<file path="src/tscs_pkg.sv">
// Constants, types and register layout for the two-speed clock start-up block.
// Assumes an APB master on pclk and oscillator clocks arriving as plain pins.
//------------------------------------------------------------
// How it works
//------------------------------------------------------------
// How it works
// - With two-speed enabled, code runs on internal RC (fast oscillator if internal select is nonzero) until primary is stable.
// - Start after power-up timer (if enabled), after wake, or after any reset.
// - Reset forces the system clock select field to 00.
// - Reset clears internal frequency select, giving the slowest internal rate.
// - Two-speed start-up only for low-power, crystal or high-speed crystal modes.
// - Nonzero internal select uses fast oscillator; stable flag clear until it settles.
// - Start-up status flag set only while primary clock drives the system clock.
// - Software may write clock select during start-up, before the timer ends.
// - Sleep during start-up aborts the count and leaves the status flag clear.
// - Start-up timer counts 1024 primary oscillator cycles.
// - After timer expiry wait for a falling internal clock edge, then switch.
// - Hold system clock low for eight primary falling edges, then route primary.
package tscs_pkg;
	//------------------------------------------------------------
	// Register offsets
	//------------------------------------------------------------
	localparam logic [11:0] ADDR_OSC_CTRL = 12'h000;
	localparam logic [11:0] ADDR_CFG = 12'h004;
	localparam logic [11:0] ADDR_IRQ_STAT = 12'h008;
	localparam logic [11:0] ADDR_IRQ_MASK = 12'h00c;
	//------------------------------------------------------------
	// Primary oscillator modes
	//------------------------------------------------------------
	localparam logic [2:0] MODE_LOW_POWER = 3'h0;
	localparam logic [2:0] MODE_CRYSTAL = 3'h1;
	localparam logic [2:0] MODE_HIGH_SPEED = 3'h2;
	//------------------------------------------------------------
	// Timing counts in primary oscillator edges
	//------------------------------------------------------------
	localparam int STARTUP_CYCLES = 1024;
	localparam int HOLD_EDGES = 8;
	//------------------------------------------------------------
	// Register layouts and reset values
	//------------------------------------------------------------
	typedef struct packed {
		logic [2:0] internal_freq_select;
		logic startup_timer_status_flag;
		logic internal_osc_stable_flag;
		logic [1:0] system_clock_select;
	} tscs_osc_ctrl_t;
	typedef struct packed {
		logic two_speed_switchover_enable;
		logic power_up_timer_enable_n;
		logic [2:0] mode;
	} tscs_cfg_t;
	localparam logic [1:0] SEL_RESET = 2'h0;
	localparam logic [2:0] FREQ_RESET = 3'h0;
	localparam tscs_cfg_t CFG_RESET = '{1'b1, 1'b1, 3'h1};
	localparam logic [2:0] MASK_RESET = 3'h0;
	// Interrupt status bits
	localparam int EV_SWITCHED = 0;
	localparam int EV_FAST_STABLE = 1;
	localparam int EV_ABORT = 2;
	//------------------------------------------------------------
	// Sequencer states
	//------------------------------------------------------------
	typedef enum logic [5:0] {
		ST_IDLE = 6'h01,
		ST_RC = 6'h02,
		ST_WAIT_FALL = 6'h04,
		ST_HOLD = 6'h08,
		ST_PRIMARY = 6'h10,
		ST_SLEEP = 6'h20
	} tscs_state_t;
endpackage : tscs_pkg

</file>
<file path="src/tscs_top.sv">
// Two-speed clock start-up controller with APB registers and interrupt.
// Assumes oscillator pins toggle well below half of pclk; core requests on pclk.
`timescale 1ns/10ps
`default_nettype none
module tscs_top #(
	parameter int STARTUP_CYCLES = tscs_pkg::STARTUP_CYCLES,
	parameter int HOLD_EDGES = tscs_pkg::HOLD_EDGES
) (
	// Clock and reset
	input wire logic pclk,
	input wire logic presetn,
	// APB slave
	input wire logic psel,
	input wire logic penable,
	input wire logic pwrite,
	input wire logic [11:0] paddr,
	input wire logic [31:0] pwdata,
	output logic [31:0] prdata,
	output logic pready,
	output logic pslverr,
	// Oscillator pins
	input wire logic internal_rc_clock,
	input wire logic primary_osc_clock,
	input wire logic internal_fast_oscillator,
	input wire logic internal_fast_ready,
	// Core requests
	input wire logic power_up_timer_expired,
	input wire logic sleep_req,
	input wire logic wake_req,
	// Clock outputs and interrupt
	output logic sys_clk,
	output logic sys_clk_from_primary,
	output logic irq
);
	//------------------------------------------------------------
	// Pin synchronisers
	//------------------------------------------------------------
	logic [3:0] sync1_ff;
	logic [3:0] sync2_ff;
	logic [2:0] prev_ff;
	always_ff @(posedge pclk or negedge presetn) begin
		if (!presetn) begin
			sync1_ff <= 4'h0;
			sync2_ff <= 4'h0;
			prev_ff <= 3'h0;
		end else begin
			sync1_ff <= {internal_fast_ready, internal_fast_oscillator, primary_osc_clock, internal_rc_clock};
			sync2_ff <= sync1_ff;
			prev_ff <= sync2_ff[2:0];
		end
	end
	wire logic [2:0] rise = sync2_ff[2:0] & ~prev_ff;
	wire logic [2:0] fall = ~sync2_ff[2:0] & prev_ff;
	wire logic prim_rise = rise[1];
	wire logic prim_fall = fall[1];

	//------------------------------------------------------------
	// Registers and decode
	//------------------------------------------------------------
	tscs_pkg::tscs_state_t state_ff;
	tscs_pkg::tscs_state_t nxt_state;
	tscs_pkg::tscs_cfg_t cfg_ff;
	logic [1:0] system_clock_select_ff;
	logic [2:0] internal_freq_select_ff;
	logic startup_timer_status_flag_ff;
	logic internal_osc_stable_flag_ff;
	logic [2:0] stat_ff;
	logic [2:0] mask_ff;
	logic [10:0] timer_ff;
	logic pready_ff;
	logic [31:0] prdata_ff;
	logic pslverr_ff;
	logic sys_clk_ff;
	logic src_primary_ff;
	logic irq_ff;
	logic first_ff;

	wire logic access = psel & penable;
	wire logic done = access & pready_ff;
	wire logic wr = done & pwrite;
	wire logic rd = done & ~pwrite;
	wire logic hit_osc = paddr == tscs_pkg::ADDR_OSC_CTRL;
	wire logic hit_cfg = paddr == tscs_pkg::ADDR_CFG;
	wire logic hit_stat = paddr == tscs_pkg::ADDR_IRQ_STAT;
	wire logic hit_mask = paddr == tscs_pkg::ADDR_IRQ_MASK;
	wire logic hit = hit_osc | hit_cfg | hit_stat | hit_mask;
	wire logic wr_osc = wr & hit_osc;
	// Configuration is frozen while a start-up sequence is in flight, and in
	// the cycle one starts, so the mode cannot change under it
	wire logic cfg_open = (state_ff == tscs_pkg::ST_IDLE || state_ff == tscs_pkg::ST_PRIMARY
		|| state_ff == tscs_pkg::ST_SLEEP) && nxt_state != tscs_pkg::ST_RC && nxt_state != tscs_pkg::ST_HOLD;
	wire logic wr_cfg = wr & hit_cfg & cfg_open;
	wire logic wr_mask = wr & hit_mask;
	wire logic rd_stat = rd & hit_stat;
	wire tscs_pkg::tscs_osc_ctrl_t osc_view = '{internal_freq_select_ff,
		startup_timer_status_flag_ff, internal_osc_stable_flag_ff, system_clock_select_ff};
	wire logic [31:0] rd_mux = hit_osc ? {25'h0, osc_view} :
		hit_cfg ? {27'h0, cfg_ff} :
		hit_stat ? {29'h0, stat_ff} :
		hit_mask ? {29'h0, mask_ff} : 32'h0;

	//------------------------------------------------------------
	// Start-up conditions
	//------------------------------------------------------------
	// Only crystal-type modes need settling time
	wire logic crystal_mode = cfg_ff.mode == tscs_pkg::MODE_LOW_POWER
		|| cfg_ff.mode == tscs_pkg::MODE_CRYSTAL || cfg_ff.mode == tscs_pkg::MODE_HIGH_SPEED;
	wire logic two_speed = cfg_ff.two_speed_switchover_enable & crystal_mode;
	wire logic start_ok = cfg_ff.power_up_timer_enable_n | power_up_timer_expired;
	wire logic fast_sel = internal_freq_select_ff != 3'h0;
	wire logic int_level = fast_sel ? sync2_ff[2] : sync2_ff[0];
	wire logic int_fall = fast_sel ? fall[2] : fall[0];
	wire logic in_startup = state_ff == tscs_pkg::ST_RC || state_ff == tscs_pkg::ST_WAIT_FALL
		|| state_ff == tscs_pkg::ST_HOLD;
	wire logic timer_end = timer_ff == 11'(STARTUP_CYCLES - 1);
	wire logic hold_end = timer_ff == 11'(HOLD_EDGES - 1);
	wire tscs_pkg::tscs_state_t resume = two_speed ? tscs_pkg::ST_RC : tscs_pkg::ST_HOLD;

	//------------------------------------------------------------
	// Sequencer
	//------------------------------------------------------------
	always_comb begin
		nxt_state = state_ff;
		case (state_ff)
			tscs_pkg::ST_IDLE: begin
				if (start_ok) begin
					nxt_state = resume;
				end
			end
			tscs_pkg::ST_RC: begin
				if (sleep_req) begin
					nxt_state = tscs_pkg::ST_SLEEP;
				end else if (prim_rise && timer_end) begin
					nxt_state = tscs_pkg::ST_WAIT_FALL;
				end
			end
			tscs_pkg::ST_WAIT_FALL: begin
				if (sleep_req) begin
					nxt_state = tscs_pkg::ST_SLEEP;
				end else if (int_fall && system_clock_select_ff == 2'h0) begin
					nxt_state = tscs_pkg::ST_HOLD;
				end
			end
			tscs_pkg::ST_HOLD: begin
				if (sleep_req) begin
					nxt_state = tscs_pkg::ST_SLEEP;
				end else if (prim_fall && hold_end) begin
					nxt_state = tscs_pkg::ST_PRIMARY;
				end
			end
			tscs_pkg::ST_PRIMARY: begin
				if (sleep_req) begin
					nxt_state = tscs_pkg::ST_SLEEP;
				end
			end
			tscs_pkg::ST_SLEEP: begin
				if (wake_req) begin
					nxt_state = resume;
				end
			end
			default: begin
				nxt_state = tscs_pkg::ST_IDLE;
			end
		endcase
	end

	// One counter serves both the start-up count and the low hold
	wire logic cnt_step = (state_ff == tscs_pkg::ST_RC && prim_rise)
		|| (state_ff == tscs_pkg::ST_HOLD && prim_fall);
	wire logic [10:0] nxt_timer = (nxt_state != state_ff) ? 11'h0 :
		cnt_step ? 11'(timer_ff + 11'h1) : timer_ff;
	// Internal clock until handover, held low during the hold, then primary
	wire logic nxt_sys_clk = (state_ff == tscs_pkg::ST_RC || state_ff == tscs_pkg::ST_WAIT_FALL) ?
		int_level : (state_ff == tscs_pkg::ST_PRIMARY) ? sync2_ff[1] : 1'b0;
	wire logic nxt_primary = nxt_state == tscs_pkg::ST_PRIMARY;
	wire logic nxt_stable = fast_sel & sync2_ff[3];
	// Abort is flagged only when sleep cuts a start-up short
	wire logic [2:0] events = {sleep_req & in_startup,
		nxt_stable & ~internal_osc_stable_flag_ff,
		nxt_primary & ~startup_timer_status_flag_ff};
	// Set wins over the read clear
	wire logic [2:0] nxt_stat = events | (stat_ff & {3{~rd_stat}});

	always_ff @(posedge pclk or negedge presetn) begin
		if (!presetn) begin
			state_ff <= tscs_pkg::ST_IDLE;
			timer_ff <= 11'h0;
			sys_clk_ff <= 1'b0;
			src_primary_ff <= 1'b0;
			startup_timer_status_flag_ff <= 1'b0;
			internal_osc_stable_flag_ff <= 1'b0;
		end else begin
			state_ff <= nxt_state;
			timer_ff <= nxt_timer;
			sys_clk_ff <= nxt_sys_clk;
			src_primary_ff <= nxt_primary;
			startup_timer_status_flag_ff <= nxt_primary;
			internal_osc_stable_flag_ff <= nxt_stable;
		end
	end

	//------------------------------------------------------------
	// Software registers
	//------------------------------------------------------------
	always_ff @(posedge pclk or negedge presetn) begin
		if (!presetn) begin
			system_clock_select_ff <= tscs_pkg::SEL_RESET;
			internal_freq_select_ff <= tscs_pkg::FREQ_RESET;
			cfg_ff <= tscs_pkg::CFG_RESET;
			mask_ff <= tscs_pkg::MASK_RESET;
		end else begin
			if (wr_osc) begin
				system_clock_select_ff <= pwdata[1:0];
				internal_freq_select_ff <= pwdata[6:4];
			end
			if (wr_cfg) begin
				cfg_ff <= pwdata[4:0];
			end
			if (wr_mask) begin
				mask_ff <= pwdata[2:0];
			end
		end
	end

	//------------------------------------------------------------
	// APB answer and interrupt
	//------------------------------------------------------------
	always_ff @(posedge pclk or negedge presetn) begin
		if (!presetn) begin
			pready_ff <= 1'b0;
			prdata_ff <= 32'h0;
			pslverr_ff <= 1'b0;
			stat_ff <= 3'h0;
			irq_ff <= 1'b0;
			first_ff <= 1'b0;
		end else begin
			pready_ff <= access & ~pready_ff;
			if (access && !pready_ff) begin
				prdata_ff <= pwrite ? 32'h0 : rd_mux;
				pslverr_ff <= ~hit;
			end
			stat_ff <= nxt_stat;
			irq_ff <= |(stat_ff & mask_ff);
			first_ff <= 1'b1;
		end
	end

	assign prdata = prdata_ff;
	assign pready = pready_ff;
	assign pslverr = pslverr_ff;
	assign sys_clk = sys_clk_ff;
	assign sys_clk_from_primary = src_primary_ff;
	assign irq = irq_ff;

	//------------------------------------------------------------
	// Assertions
	//------------------------------------------------------------
	property p_rc_run;
		@(posedge pclk) disable iff (!presetn)
		(state_ff == tscs_pkg::ST_RC) |-> !src_primary_ff && !startup_timer_status_flag_ff;
	endproperty
	a_rc_run: assert property (p_rc_run) else $error("primary used during start-up");

	property p_wake;
		@(posedge pclk) disable iff (!presetn)
		(state_ff == tscs_pkg::ST_SLEEP && wake_req && two_speed) |=> state_ff == tscs_pkg::ST_RC;
	endproperty
	a_wake: assert property (p_wake) else $error("wake did not start two-speed");

	property p_sel_reset;
		@(posedge pclk) disable iff (!presetn)
		!first_ff |-> system_clock_select_ff == 2'h0;
	endproperty
	a_sel_reset: assert property (p_sel_reset) else $error("clock select not cleared by reset");

	property p_freq_reset;
		@(posedge pclk) disable iff (!presetn)
		!first_ff |-> internal_freq_select_ff == 3'h0;
	endproperty
	a_freq_reset: assert property (p_freq_reset) else $error("freq select not cleared by reset");

	property p_mode;
		@(posedge pclk) disable iff (!presetn)
		(state_ff == tscs_pkg::ST_RC) |-> crystal_mode && cfg_ff.two_speed_switchover_enable;
	endproperty
	a_mode: assert property (p_mode) else $error("two-speed run in wrong mode");

	property p_fast_flag;
		@(posedge pclk) disable iff (!presetn)
		internal_osc_stable_flag_ff |-> $past(fast_sel) && $past(sync2_ff[3]);
	endproperty
	a_fast_flag: assert property (p_fast_flag) else $error("stable flag without stable oscillator");

	// Flag must track the sequencer state, not only the source register
	property p_status;
		@(posedge pclk) disable iff (!presetn)
		startup_timer_status_flag_ff == (state_ff == tscs_pkg::ST_PRIMARY)
			&& startup_timer_status_flag_ff == src_primary_ff;
	endproperty
	a_status: assert property (p_status) else $error("status flag disagrees with source");

	property p_sel_write;
		@(posedge pclk) disable iff (!presetn)
		(wr_osc && state_ff == tscs_pkg::ST_RC) |=> system_clock_select_ff == $past(pwdata[1:0]);
	endproperty
	a_sel_write: assert property (p_sel_write) else $error("clock select write lost");

	property p_abort;
		@(posedge pclk) disable iff (!presetn)
		(sleep_req && in_startup) |=> state_ff == tscs_pkg::ST_SLEEP && timer_ff == 11'h0
			&& !startup_timer_status_flag_ff;
	endproperty
	a_abort: assert property (p_abort) else $error("sleep did not abort start-up");

	property p_count;
		@(posedge pclk) disable iff (!presetn)
		(state_ff == tscs_pkg::ST_RC && nxt_state == tscs_pkg::ST_WAIT_FALL)
			|-> timer_ff == 11'(STARTUP_CYCLES - 1) && prim_rise;
	endproperty
	a_count: assert property (p_count) else $error("start-up count wrong");

	property p_fall_wait;
		@(posedge pclk) disable iff (!presetn)
		(state_ff == tscs_pkg::ST_WAIT_FALL && int_fall && !sleep_req && system_clock_select_ff == 2'h0)
			|=> state_ff == tscs_pkg::ST_HOLD;
	endproperty
	a_fall_wait: assert property (p_fall_wait) else $error("no move on internal falling edge");

	property p_hold;
		@(posedge pclk) disable iff (!presetn)
		(state_ff == tscs_pkg::ST_HOLD) |=> !sys_clk_ff;
	endproperty
	a_hold: assert property (p_hold) else $error("system clock not held low");

	// Source changes only after the low hold
	property p_handover;
		@(posedge pclk) disable iff (!presetn)
		$rose(src_primary_ff) |-> !sys_clk_ff && !$past(sys_clk_ff);
	endproperty
	a_handover: assert property (p_handover) else $error("handover with clock high");
endmodule : tscs_top
`default_nettype wire

</file>
<file path="config.mk">
export PLATFORM = sky130hd
export DESIGN_NAME = tscs_top
export DESIGN_NICKNAME = d
export VERILOG_FILES = /design/src/tscs_pkg.sv /design/src/tscs_top.sv
export SDC_FILE = /design/constraint.sdc
export NUM_CORES = 1
export LEC_CHECK = 0
export ABC_AREA = 0
export BUFFER_PORTS_ARGS = -buffer_cell sky130_fd_sc_hd__buf_2
export CAP_MARGIN = 10
export CORE_MARGIN = 5
export CORE_UTILIZATION = 50
export DETAILED_ROUTE_END_ITERATION = 8
export HOLD_SLACK_MARGIN = 0.1
export PLACE_DENSITY = 0.78
export SYNTH_ARGS = -nofsm -noshare
export SYNTH_HDL_FRONTEND = slang
export SYNTH_SLANG_ARGS = --single-unit
</file>
<file path="constraint.sdc">
create_clock -name pclk -period 2.35 [get_ports pclk]
set_input_delay 0.235 -clock pclk [delete_from_list [all_inputs] [get_ports pclk]]
set_output_delay 0.235 -clock pclk [all_outputs]
set_load 0.005 [all_outputs]
</file>
### Yosys cells after proc, flatten, opt, wreduce, memory -nomap -nowiden

Index checks and enable logic that the tools add are counted.

* logic and storage cells: 113
* bits in registers: 82
* input port bits: 56

* multiplexer cells: 22
* reductions and logical operators: 22
* bitwise gates (word level): 32
* add/subtract/negate cells: 1
* equal/unequal tests: 17

Operators by type and width (count)
* $mux 6: 9
* $pmux 6 s6: 1
* $eq 12x4->1 const B: 2
* $mux 11: 2
* $and 1x1->1: 15
* $mux 7: 2
* $eq 12x3->1 const B: 1
* $eq 6x5->1 const B: 2
* $logic_not 12->1: 1
* $add 11x1->11 const B: 1
* $eq 11x10->1 const B: 1
* $eq 11x3->1 const B: 1
* $and 3x3->3: 3
* $logic_and 1x1->1: 8
* $logic_or 1x1->1: 7
* $eq 6x1->1 const B: 1
* $eq 6x2->1 const B: 1
* $eq 6x3->1 const B: 1
* $eq 6x4->1 const B: 1
* $eq 6x6->1 const B: 1
* $mux 3: 2
* $ne 6x2->1 const B: 1
* $ne 6x4->1 const B: 1
* $ne 6x6->1: 1
* other kinds (17): 28

### Depth between registers and ports, before layout

Gate-level depths: netlist of run 1.

* depth after elaboration: 11
* depth in mapped cells: 7

### Worst setup path after synthesis of run 1

OpenSTA, ideal clock, no wires.

* path kind: reg2reg
* start: reg state_ff[0]
* end: reg timer_ff[0]
* stages on the path, launching flop included: 8
* required time: 2.221 ns
* arrival time: 1.997 ns
* setup slack: 0.223 ns
* period minus slack after synthesis: 2.127 ns
* path through: dfstp_2 buf_2 or4b_4 nor3_2 o21ai_1 a32oi_1 buf_4 nor4_2

* word-level cells in the longest chain between the ends: 5
* elaborated cells between the ends (all ways): 22

Ends and longest elaborated chain
* start: declaration: line tscs_top.sv:60 `tscs_pkg::tscs_state_t state_ff;`
* start signal: assignment: line tscs_top.sv:186 `state_ff <= tscs_pkg::ST_IDLE;`
* start signal: assignment: line tscs_top.sv:193 `state_ff <= nxt_state;`
* $mux 6, on equally long branches: line tscs_top.sv:147, tscs_top.sv:133, tscs_top.sv:140
* $mux 6, on equally long branches: line tscs_top.sv:145, tscs_top.sv:131, tscs_top.sv:138
* $pmux 6 s6: line tscs_top.sv:124 `case (state_ff)`
* $ne 6x6->1: line tscs_top.sv:170 `wire logic [10:0] nxt_timer = (nxt_state != state_ff) ? 11'h0 :`
* $mux 11 / $reduce_bool 2->1 (equally long branches)
* end signal: assignment: line tscs_top.sv:194 `timer_ff <= nxt_timer;`
* end: declaration: line tscs_top.sv:69 `logic [10:0] timer_ff;`

Several ways; a longest one is shown, not always the timed one.
A chain may end at the register's enable or synchronous reset.

### Final worst setup path of run 1

* start: reg state_ff[2]
* end: reg cfg_ff[2] (netlist name)

* word-level cells in the longest chain between the ends: 7
* elaborated cells between the ends (all ways): 23

Ends and longest elaborated chain
* $mux 6, on equally long branches: line tscs_top.sv:147, tscs_top.sv:133, tscs_top.sv:140
* $mux 6, on equally long branches: line tscs_top.sv:145, tscs_top.sv:131, tscs_top.sv:138
* $pmux 6 s6: line tscs_top.sv:124
* $ne 6x2->1: line tscs_top.sv:91 `|| state_ff == tscs_pkg::ST_SLEEP) && nxt_state != tscs_pkg::ST_RC && nxt_state != tscs_pkg::ST_HOLD;`
* $logic_and 1x1->1: line tscs_top.sv:91
* $logic_and 1x1->1 *: line tscs_top.sv:91
* $and 1x1->1 *: line tscs_top.sv:92 `wire logic wr_cfg = wr & hit_cfg & cfg_open;`
* end signal: assignment: line tscs_top.sv:209 `cfg_ff <= tscs_pkg::CFG_RESET;`
* end signal: assignment: line tscs_top.sv:217 `cfg_ff <= pwdata[4:0];`
* end: declaration: line tscs_top.sv:62 `tscs_pkg::tscs_cfg_t cfg_ff;`

Mark *: on every way between the ends. The rest lies on a longest branch, timed or not.

==> results.json, run 1 <==
{
  "outcome": "complete, no violations",
  "setup.worst_path.class": "flip-flop to flip-flop",
  "wl_per_cell_um": 15.1,
  "worst-r2r-setup-slack_ps": 130,
  "ys_dominant_reg_cell": "sky130_fd_sc_hd__dfrtp_1",
  "areaGrowthSynthToFinish_pct": 16.7,
  "postSynthRegisterBits": 57,
  "utilization_after_layout_pct": 60.2,
  "fmaxAchievable_mhz": 451,
  "layout.filler_cells": 490,
  "most-common-layout-cells": "53 x sky130_fd_sc_hd__dfrtp_1, 42 x sky130_fd_sc_hd__buf_2, 25 x sky130_fd_sc_hd__conb_1, 19 x sky130_fd_sc_hd__nand2_1, 16 x sky130_fd_sc_hd__nor2_1",
  "clk_path_buf_depth": 2,
  "hold_start": "pwdata[3]",
  "synth-simple-area-share_pct": 21.7,
  "timing.hold.worst_endpoint": "cfg_ff[3]$_DFFE_PN1P_",
  "clock_tree.htree_level_count": 3,
  "layout.area.seq_um2": 1430,
  "arrival_ps": 2430,
  "synth_warnings": 0,
  "fp-row-count": 28,
  "grt_first_pass_wirelength_um": 11000,
  "final-max-slew-violation-count": 0,
  "startpoint_types": "flip-flop",
  "r2r_end": "cfg_ff[2]$_DFFE_PN0P_",
  "stdcell_count": 424,
  "antenna_viol_nets_final": 0,
  "period_needed_ps": 2220,
  "start_util_pct": 51.6,
  "synth_xor_area_share_pct": 3.44,
  "final_common_cell": "sky130_fd_sc_hd__dfrtp_1",
  "post_dr_vias_cell": 5.46,
  "die_w_um": 88.2,
  "met2_wl_post_dr_um": 3200,
  "cts.clk_slew.worst_paths_ps": 70,
  "multi_input_area_um2": 1410,
  "route.met3.wl_um": 435,
  "grt_max_degree": 58,
  "postSynth.asyncResetShare_pct": 100,
  "grt_overflow": 0,
  "io_pins": 93,
  "antenna_found_initial": 0,
  "cell_area_after_synthesis_um2": 3060,
  "worst_margin_pin_slew_ps": 611,
  "setup_slack_ps": 133,
  "post-dp-hpwl_um": 4700,
  "setup_total_negative_slack_ps": 0,
  "final_net_count": 401,
  "synth_cell_types": 55,
  "detailroute.via_count": 2314,
  "cts_post_setup_buffers_inserted": 0,
  "synth-adder-area-share_pct": 0.410,
  "critPathRequiredTime_ps": 2570,
  "crit_fanout": 6,
  "route.detailed.drc": 0,
  "combinational_family_with_the_most_area_after_synthesis": "simple AND/OR/NAND/NOR gates",
  "detail_route.first_pass.iterations": 5,
  "tritoncts_clock_tree": "yes",
  "critical_path.endpoint_type": "flip-flop",
  "min_path_type": "input port to flip-flop",
  "finalWirelength_um": 6410,
  "max-vdd-ir-drop_v": 0.000555,
  "syn-instance-count": 285,
  "layout-drive-gt1-share_pct": 29.8,
  "pd_cells_nw_per_um2": 734,
  "mux_cell_area_share_after_synthesis_pct": 8.85,
  "fp.dieArea_um2": 7770,
  "cts_buffers": 9,
  "power.leakage_nw": 1.69,
  "clk-insertion-delay-late_ps": 330,
  "report.final.hold_viol_count": 0,
  "post-place-cells": 403,
  "pre_cts_slack_ps": 153,
  "cts.sinks": 57,
  "synth_sequential_area_ratio_pct": 46.8,
  "synth_enable_flop_cells": 0,
  "portBuffers": 42,
  "grt_pass1_vias": 2304,
  "postSynthAreaPerCell_um2": 10.7,
  "synth_compound_area_share_pct": 8.72,
  "grt.total_usage_pct": 18.2,
  "die_h_um": 88.2,
  "r2r_cells": 5,
  "gpl.final_weighted_congestion": 0.865,
  "hold_depth": 2,
  "cts_root_buf": "sky130_fd_sc_hd__clkbuf_8",
  "maxCapViolations": 0,
  "final.setup_skew_ps": 10.8,
  "reg2reg_from": "state_ff[2]$_DFF_PN0_",
  "fp.coreArea_um2": 5920,
  "rsz_0062_raised_after_global_routing": "false",
  "setup_viol": 0,
  "dr.max_layer_used": "met4",
  "final.period_utilization_pct": 94.3,
  "insertedDiodeCount": 0,
  "initialDrtViolationCount": 105,
  "drt-met1-wl_um": 2680,
  "relSlewSlack_pct": 59.0
}
power breakdown:
part	switching [W]	total, W	internal (W)
clock	0.000373	0.000891	0.000518
sequential	0.0000270	0.00105	0.00103
combinational	0.000377	0.000671	0.000295
flip-flops by register name, indices dropped and copies added, names as in the netlist, 4 cells and up:
name / cells
sync1_ff: 4
state_ff: 6
sync2_ff: 4
cfg_ff: 5
prdata: 7
timer_ff: 11
per-layer routing:
metal,GRT usage [%],up-vias
met3,4.70,11
met5,0,-
met1,22.9,1122
li1,-,1104
met4,7.42,0
met2,29.9,77
metrics by stage:
step                      total power (W)  hold WS [ps]  instance area, µm²
after CTS                         0.00263           106                3560
after global placement            0.00172           253                3320
after global routing              0.00276           103                3570
after detailed placement          0.00173           256                3320
after floorplan                   0.00154         -60.6                3150
final                             0.00262           112                3570
cell usage after synthesis (2+ instances only):
master | number | area, µm²
sky130_fd_sc_hd__xor2_1 | 6 | 52.6
sky130_fd_sc_hd__mux2_1 | 5 | 56.3
sky130_fd_sc_hd__mux2i_1 | 9 | 90.1
sky130_fd_sc_hd__nor3_2 | 2 | 20.0
sky130_fd_sc_hd__nand2_1 | 19 | 71.3
sky130_fd_sc_hd__clkbuf_1 | 3 | 11.3
sky130_fd_sc_hd__xnor2_1 | 6 | 52.6
sky130_fd_sc_hd__nor4b_1 | 2 | 17.5
sky130_fd_sc_hd__nor3_1 | 10 | 50.1
sky130_fd_sc_hd__buf_4 | 26 | 195
sky130_fd_sc_hd__inv_1 | 12 | 45.0
sky130_fd_sc_hd__buf_2 | 5 | 25.0
sky130_fd_sc_hd__or4_1 | 2 | 15.0
sky130_fd_sc_hd__nand3_1 | 11 | 55.1
sky130_fd_sc_hd__buf_6 | 2 | 22.5
sky130_fd_sc_hd__or2_2 | 3 | 18.8
sky130_fd_sc_hd__a21o_1 | 3 | 22.5
sky130_fd_sc_hd__and4_1 | 2 | 17.5
sky130_fd_sc_hd__dfrtp_1 | 53 | 1330
sky130_fd_sc_hd__o21ai_1 | 3 | 15.0
sky130_fd_sc_hd__o21ai_0 | 13 | 65.1
sky130_fd_sc_hd__nand4_1 | 2 | 12.5
sky130_fd_sc_hd__nor2_1 | 16 | 60.1
sky130_fd_sc_hd__nor2b_1 | 3 | 18.8
sky130_fd_sc_hd__and3_1 | 3 | 18.8
sky130_fd_sc_hd__nand3b_1 | 4 | 30.0
sky130_fd_sc_hd__nor4bb_1 | 2 | 20.0
sky130_fd_sc_hd__a221o_1 | 2 | 20.0
sky130_fd_sc_hd__nor4_2 | 11 | 138
sky130_fd_sc_hd__dfstp_2 | 4 | 105
sky130_fd_sc_hd__a22o_1 | 5 | 43.8
sky130_fd_sc_hd__mux2_2 | 9 | 101
sky130_fd_sc_hd__nor4_1 | 5 | 31.3
logic make-up (layout without fill, tap and decap cells):
kind of cell               after synthesis  after routing
adders and majority gates                1              1
muxes                                   24             24
and+or+nand+nor                        104            104
buffers and inverters                   49             89
xor gates and xnor gates                12             12
other                                    1             25
DFF                                     57             57
AOI/OAI and AO/OA                       37             37
how the worst max path moves through the flow:
stage | start | to | slack (ps) | cells after the start
after detailed placement | timer_ff[0]$_DFFE_PN0P_ | timer_ff[2]$_DFFE_PN0P_ | 150 | 7
after global routing | timer_ff[0]$_DFFE_PN0P_ | timer_ff[5]$_DFFE_PN0P_ | 20 | 7
after global placement | state_ff[2]$_DFF_PN0_ | cfg_ff[1]$_DFFE_PN0P_ | 170 | 5
after floorplan | state_ff[0]$_DFF_PN1_ | timer_ff[0]$_DFFE_PN0P_ | 220 | 7
after CTS | timer_ff[0]$_DFFE_PN0P_ | timer_ff[2]$_DFFE_PN0P_ | 120 | 7
final | state_ff[2]$_DFF_PN0_ | cfg_ff[2]$_DFFE_PN0P_ | 130 | 5
timing repair:
| action | 4_1_cts | 5_1_grt |
|---|---|---|
| hold endpoints to repair | 57 | 0 |
| setup endpoints to repair | 0 | 2 |
| hold buffers | 5 | 0 |
| gates resized for setup | 0 | 1 |
area by class of cell:
type	count	area share [%]
Clock inverter	3	1.19
Timing Repair Buffer	61	10.9
Sequential cell	57	40.1
Multi-Input combinational cell	203	39.6
Tap cell	75	2.63
Inverter	12	1.26
Clock buffer	13	4.18
critical path, cell delays in order (launching register included):
cell	delay, ps
sky130_fd_sc_hd__dfrtp_1	450
sky130_fd_sc_hd__or4b_4	580
sky130_fd_sc_hd__nor3_2	310
sky130_fd_sc_hd__nor2_1	120
sky130_fd_sc_hd__nand4b_1	280
sky130_fd_sc_hd__mux2_1	360
Power figures use the tool's default switching activity.
==> run 2, diff against run 1 <==
--- a/config.mk
+++ b/config.mk
@@ -8,11 +8,12 @@
 export ABC_AREA = 0
 export BUFFER_PORTS_ARGS = -buffer_cell sky130_fd_sc_hd__buf_2
 export CAP_MARGIN = 10
-export CORE_MARGIN = 5
+export CORE_MARGIN = 8
 export CORE_UTILIZATION = 50
 export DETAILED_ROUTE_END_ITERATION = 8
 export HOLD_SLACK_MARGIN = 0.1
 export PLACE_DENSITY = 0.78
+export RECOVER_POWER = 100
 export SYNTH_ARGS = -nofsm -noshare
 export SYNTH_HDL_FRONTEND = slang
 export SYNTH_SLANG_ARGS = --single-unit
==> constraint.sdc (replaced) <==
create_clock -name pclk -period 2.1 [get_ports pclk]
set_input_delay 0.21 -clock pclk [delete_from_list [all_inputs] [get_ports pclk]]
set_output_delay 0.21 -clock pclk [all_outputs]
set_load 0.005 [all_outputs]
==> run 2 against run 1 <==
  * The run now ends with setup timing left
  * Sequential share of layout area shrank 1.6 points
  * Register-to-register slack lost 200 ps
  * Sequential power grew 13%
  * Clock skew is essentially flat
  * Utilization grew 2.4 points
  * Final cell count grew 3.5%
  * Power grew 14%
  * Flip-flop and latch count is the same
  * First-iteration DRC count grew 14%
  * Worst setup slack lost 200 ps
  * Critical endpoint is now timer_ff[0]$_DFFE_PN0P_
  * Largest cell class is now multi-input gates
  * Highest routed layer unchanged
==> results.json, run 2 (same netlist as run 1, synthesis figures left out) <==
{
  "largest_register_ffs": 11,
  "min_path_type": "input port to flip-flop",
  "grt_overflow": 0,
  "cts_root_buf": "sky130_fd_sc_hd__clkbuf_8",
  "final_net_count": 416,
  "setup_total_negative_slack_ps": -623,
  "pre_cts_slack_ps": -28.8,
  "violations": "setup timing",
  "power.leakage_nw": 1.74,
  "setup_viol": 11,
  "cts.clk_slew.worst_paths_ps": 70,
  "layout-drive-gt1-share_pct": 31.0,
  "grt_max_degree": 35,
  "multi_input_area_um2": 1440,
  "grt_first_pass_wirelength_um": 11400,
  "wl_per_cell_um": 16.4,
  "post_dr_vias_cell": 5.49,
  "detail_route.first_pass.iterations": 5,
  "antenna_found_initial": 0,
  "register_with_the_highest_flop_count": "timer_ff",
  "cts_buffers": 9,
  "fmaxAchievable_mhz": 462,
  "die_h_um": 94.2,
  "layout.filler_cells": 475,
  "crit_fanout": 11,
  "grt_pass1_vias": 2389,
  "maxCapViolations": 0,
  "outcome": "complete, but fails checks",
  "post-dp-hpwl_um": 5180,
  "report.final.hold_viol_count": 0,
  "startpoint_types": "flip-flop",
  "tritoncts_clock_tree": "yes",
  "arrival_ps": 2370,
  "max-vdd-ir-drop_v": 0.000832,
  "route.detailed.drc": 0,
  "final.setup_skew_ps": 10.8,
  "gpl.final_weighted_congestion": 0.900,
  "power_w": 0.00299,
  "clk-insertion-delay-late_ps": 330,
  "clock_tree.htree_level_count": 3,
  "setup.worst_path.class": "flip-flop to flip-flop",
  "setup_slack_ps": -65.5,
  "fp.dieArea_um2": 8870,
  "finalWirelength_um": 7220,
  "areaGrowthSynthToFinish_pct": 21.4,
  "insertedDiodeCount": 0,
  "start_util_pct": 51.6,
  "hold_depth": 2,
  "fp-row-count": 28,
  "most-common-layout-cells": "53 x sky130_fd_sc_hd__dfrtp_1, 36 x sky130_fd_sc_hd__buf_2, 25 x sky130_fd_sc_hd__conb_1, 19 x sky130_fd_sc_hd__nand2_1, 18 x sky130_fd_sc_hd__buf_4",
  "final-max-slew-violation-count": 0,
  "period_needed_ps": 2170,
  "r2r_cells": 7,
  "final.period_utilization_pct": 103,
  "critical_path.endpoint_type": "flip-flop",
  "fp.coreArea_um2": 5920,
  "initialDrtViolationCount": 120,
  "detailroute.via_count": 2408,
  "cts.sinks": 57,
  "portBuffers": 42,
  "worst_margin_pin_slew_ps": 1390,
  "layout.area.seq_um2": 1430,
  "antenna_viol_nets_final": 0,
  "relSlewSlack_pct": 7.04,
  "clk_path_buf_depth": 2,
  "rsz_0062_raised_after_global_routing": "true",
  "whs_ps": 118,
  "final_common_cell": "sky130_fd_sc_hd__dfrtp_1",
  "die_w_um": 94.2,
  "pd_cells_nw_per_um2": 807,
  "critPathRequiredTime_ps": 2310,
  "grt.total_usage_pct": 16.6,
  "io_pins": 93
}
[run 2: cell types whose count changed in the layout (fill, tap and decap cells not counted), moves of 2 or more]
cell	previous run	this run
sky130_fd_sc_hd__clkbuf_1	3	12
sky130_fd_sc_hd__buf_2	42	36
sky130_fd_sc_hd__buf_4	12	18
sky130_fd_sc_hd__dlygate4sd3_1	5	7
sky130_fd_sc_hd__mux2_1	5	3
sky130_fd_sc_hd__mux2_4	0	2
[run 2: layout make-up]
cell class                 instances  share of cell area (%)
multi-input combinational        203                    38.9
sequential                        57                    38.6
timing repair buffer              76                    13.2
clock buffer                      12                    4.18
tap                               75                    2.53
clock inverter                     4                    1.38
inverter                          12                    1.21
[run 2: timing repair]
item | CTS | global route
endpoints found under the hold margin | 27 | 0
pin swaps | 0 | 3
gates resized for setup | 3 | 5
hold buffers | 7 | 0
setup buffers | 1 | 2
setup endpoints to repair | 11 | 13
cloned | 0 | 0
[run 2: power breakdown]
part           switching, W  internal (W)  leakage (nW)
Clock              0.000428      0.000613         0.103
Sequential        0.0000390       0.00115         0.745
Combinational      0.000429      0.000336         0.896
Total              0.000896       0.00210          1.74
[run 2: worst paths after layout]
check                                        start                                endpoint  slack [ps]
min                                      pwdata[4]                   cfg_ff[4]$_DFFE_PN1P_         120
max in group asynchronous                  presetn                   cfg_ff[4]$_DFFE_PN1P_         490
max reg2reg                timer_ff[1]$_DFFE_PN0P_                 timer_ff[0]$_DFFE_PN0P_         -70
min in group asynchronous                  presetn  internal_freq_select_ff[2]$_DFFE_PN0P_         730
max                        timer_ff[1]$_DFFE_PN0P_                 timer_ff[0]$_DFFE_PN0P_         -70
min reg2reg                  sync1_ff[3]$_DFF_PN0_                   sync2_ff[3]$_DFF_PN0_         350
[run 2: critical path: stages (launching register included)]
cell	delay, ps
sky130_fd_sc_hd__dfrtp_1	370
sky130_fd_sc_hd__ha_2	200
sky130_fd_sc_hd__and4_1	210
sky130_fd_sc_hd__or4b_4	470
sky130_fd_sc_hd__or4_4	430
sky130_fd_sc_hd__nand4_1	140
sky130_fd_sc_hd__buf_12	160
sky130_fd_sc_hd__nor4_2	50
[run 2: metal layers]
metal | global-route usage [%] | share of wire, % | up-vias
met4 | 7.53 | 2.0 | 0
met1 | 19.0 | 41 | 1172
met3 | 4.40 | 6.7 | 16
met2 | 28.1 | 50 | 88
li1 | - | - | 1132
met5 | 0 | 0 | -
[run 2: through the flow]
stage / cells / instance area (µm²) / utilization, %
floorplan: 309 / 3150 / -
global placement: 413 / 3420 / 57.7
detailed placement: 413 / 3420 / 57.7
CTS: 437 / 3710 / 62.7
global route: 439 / 3710 / 62.7
finish: 439 / 3710 / 62.7
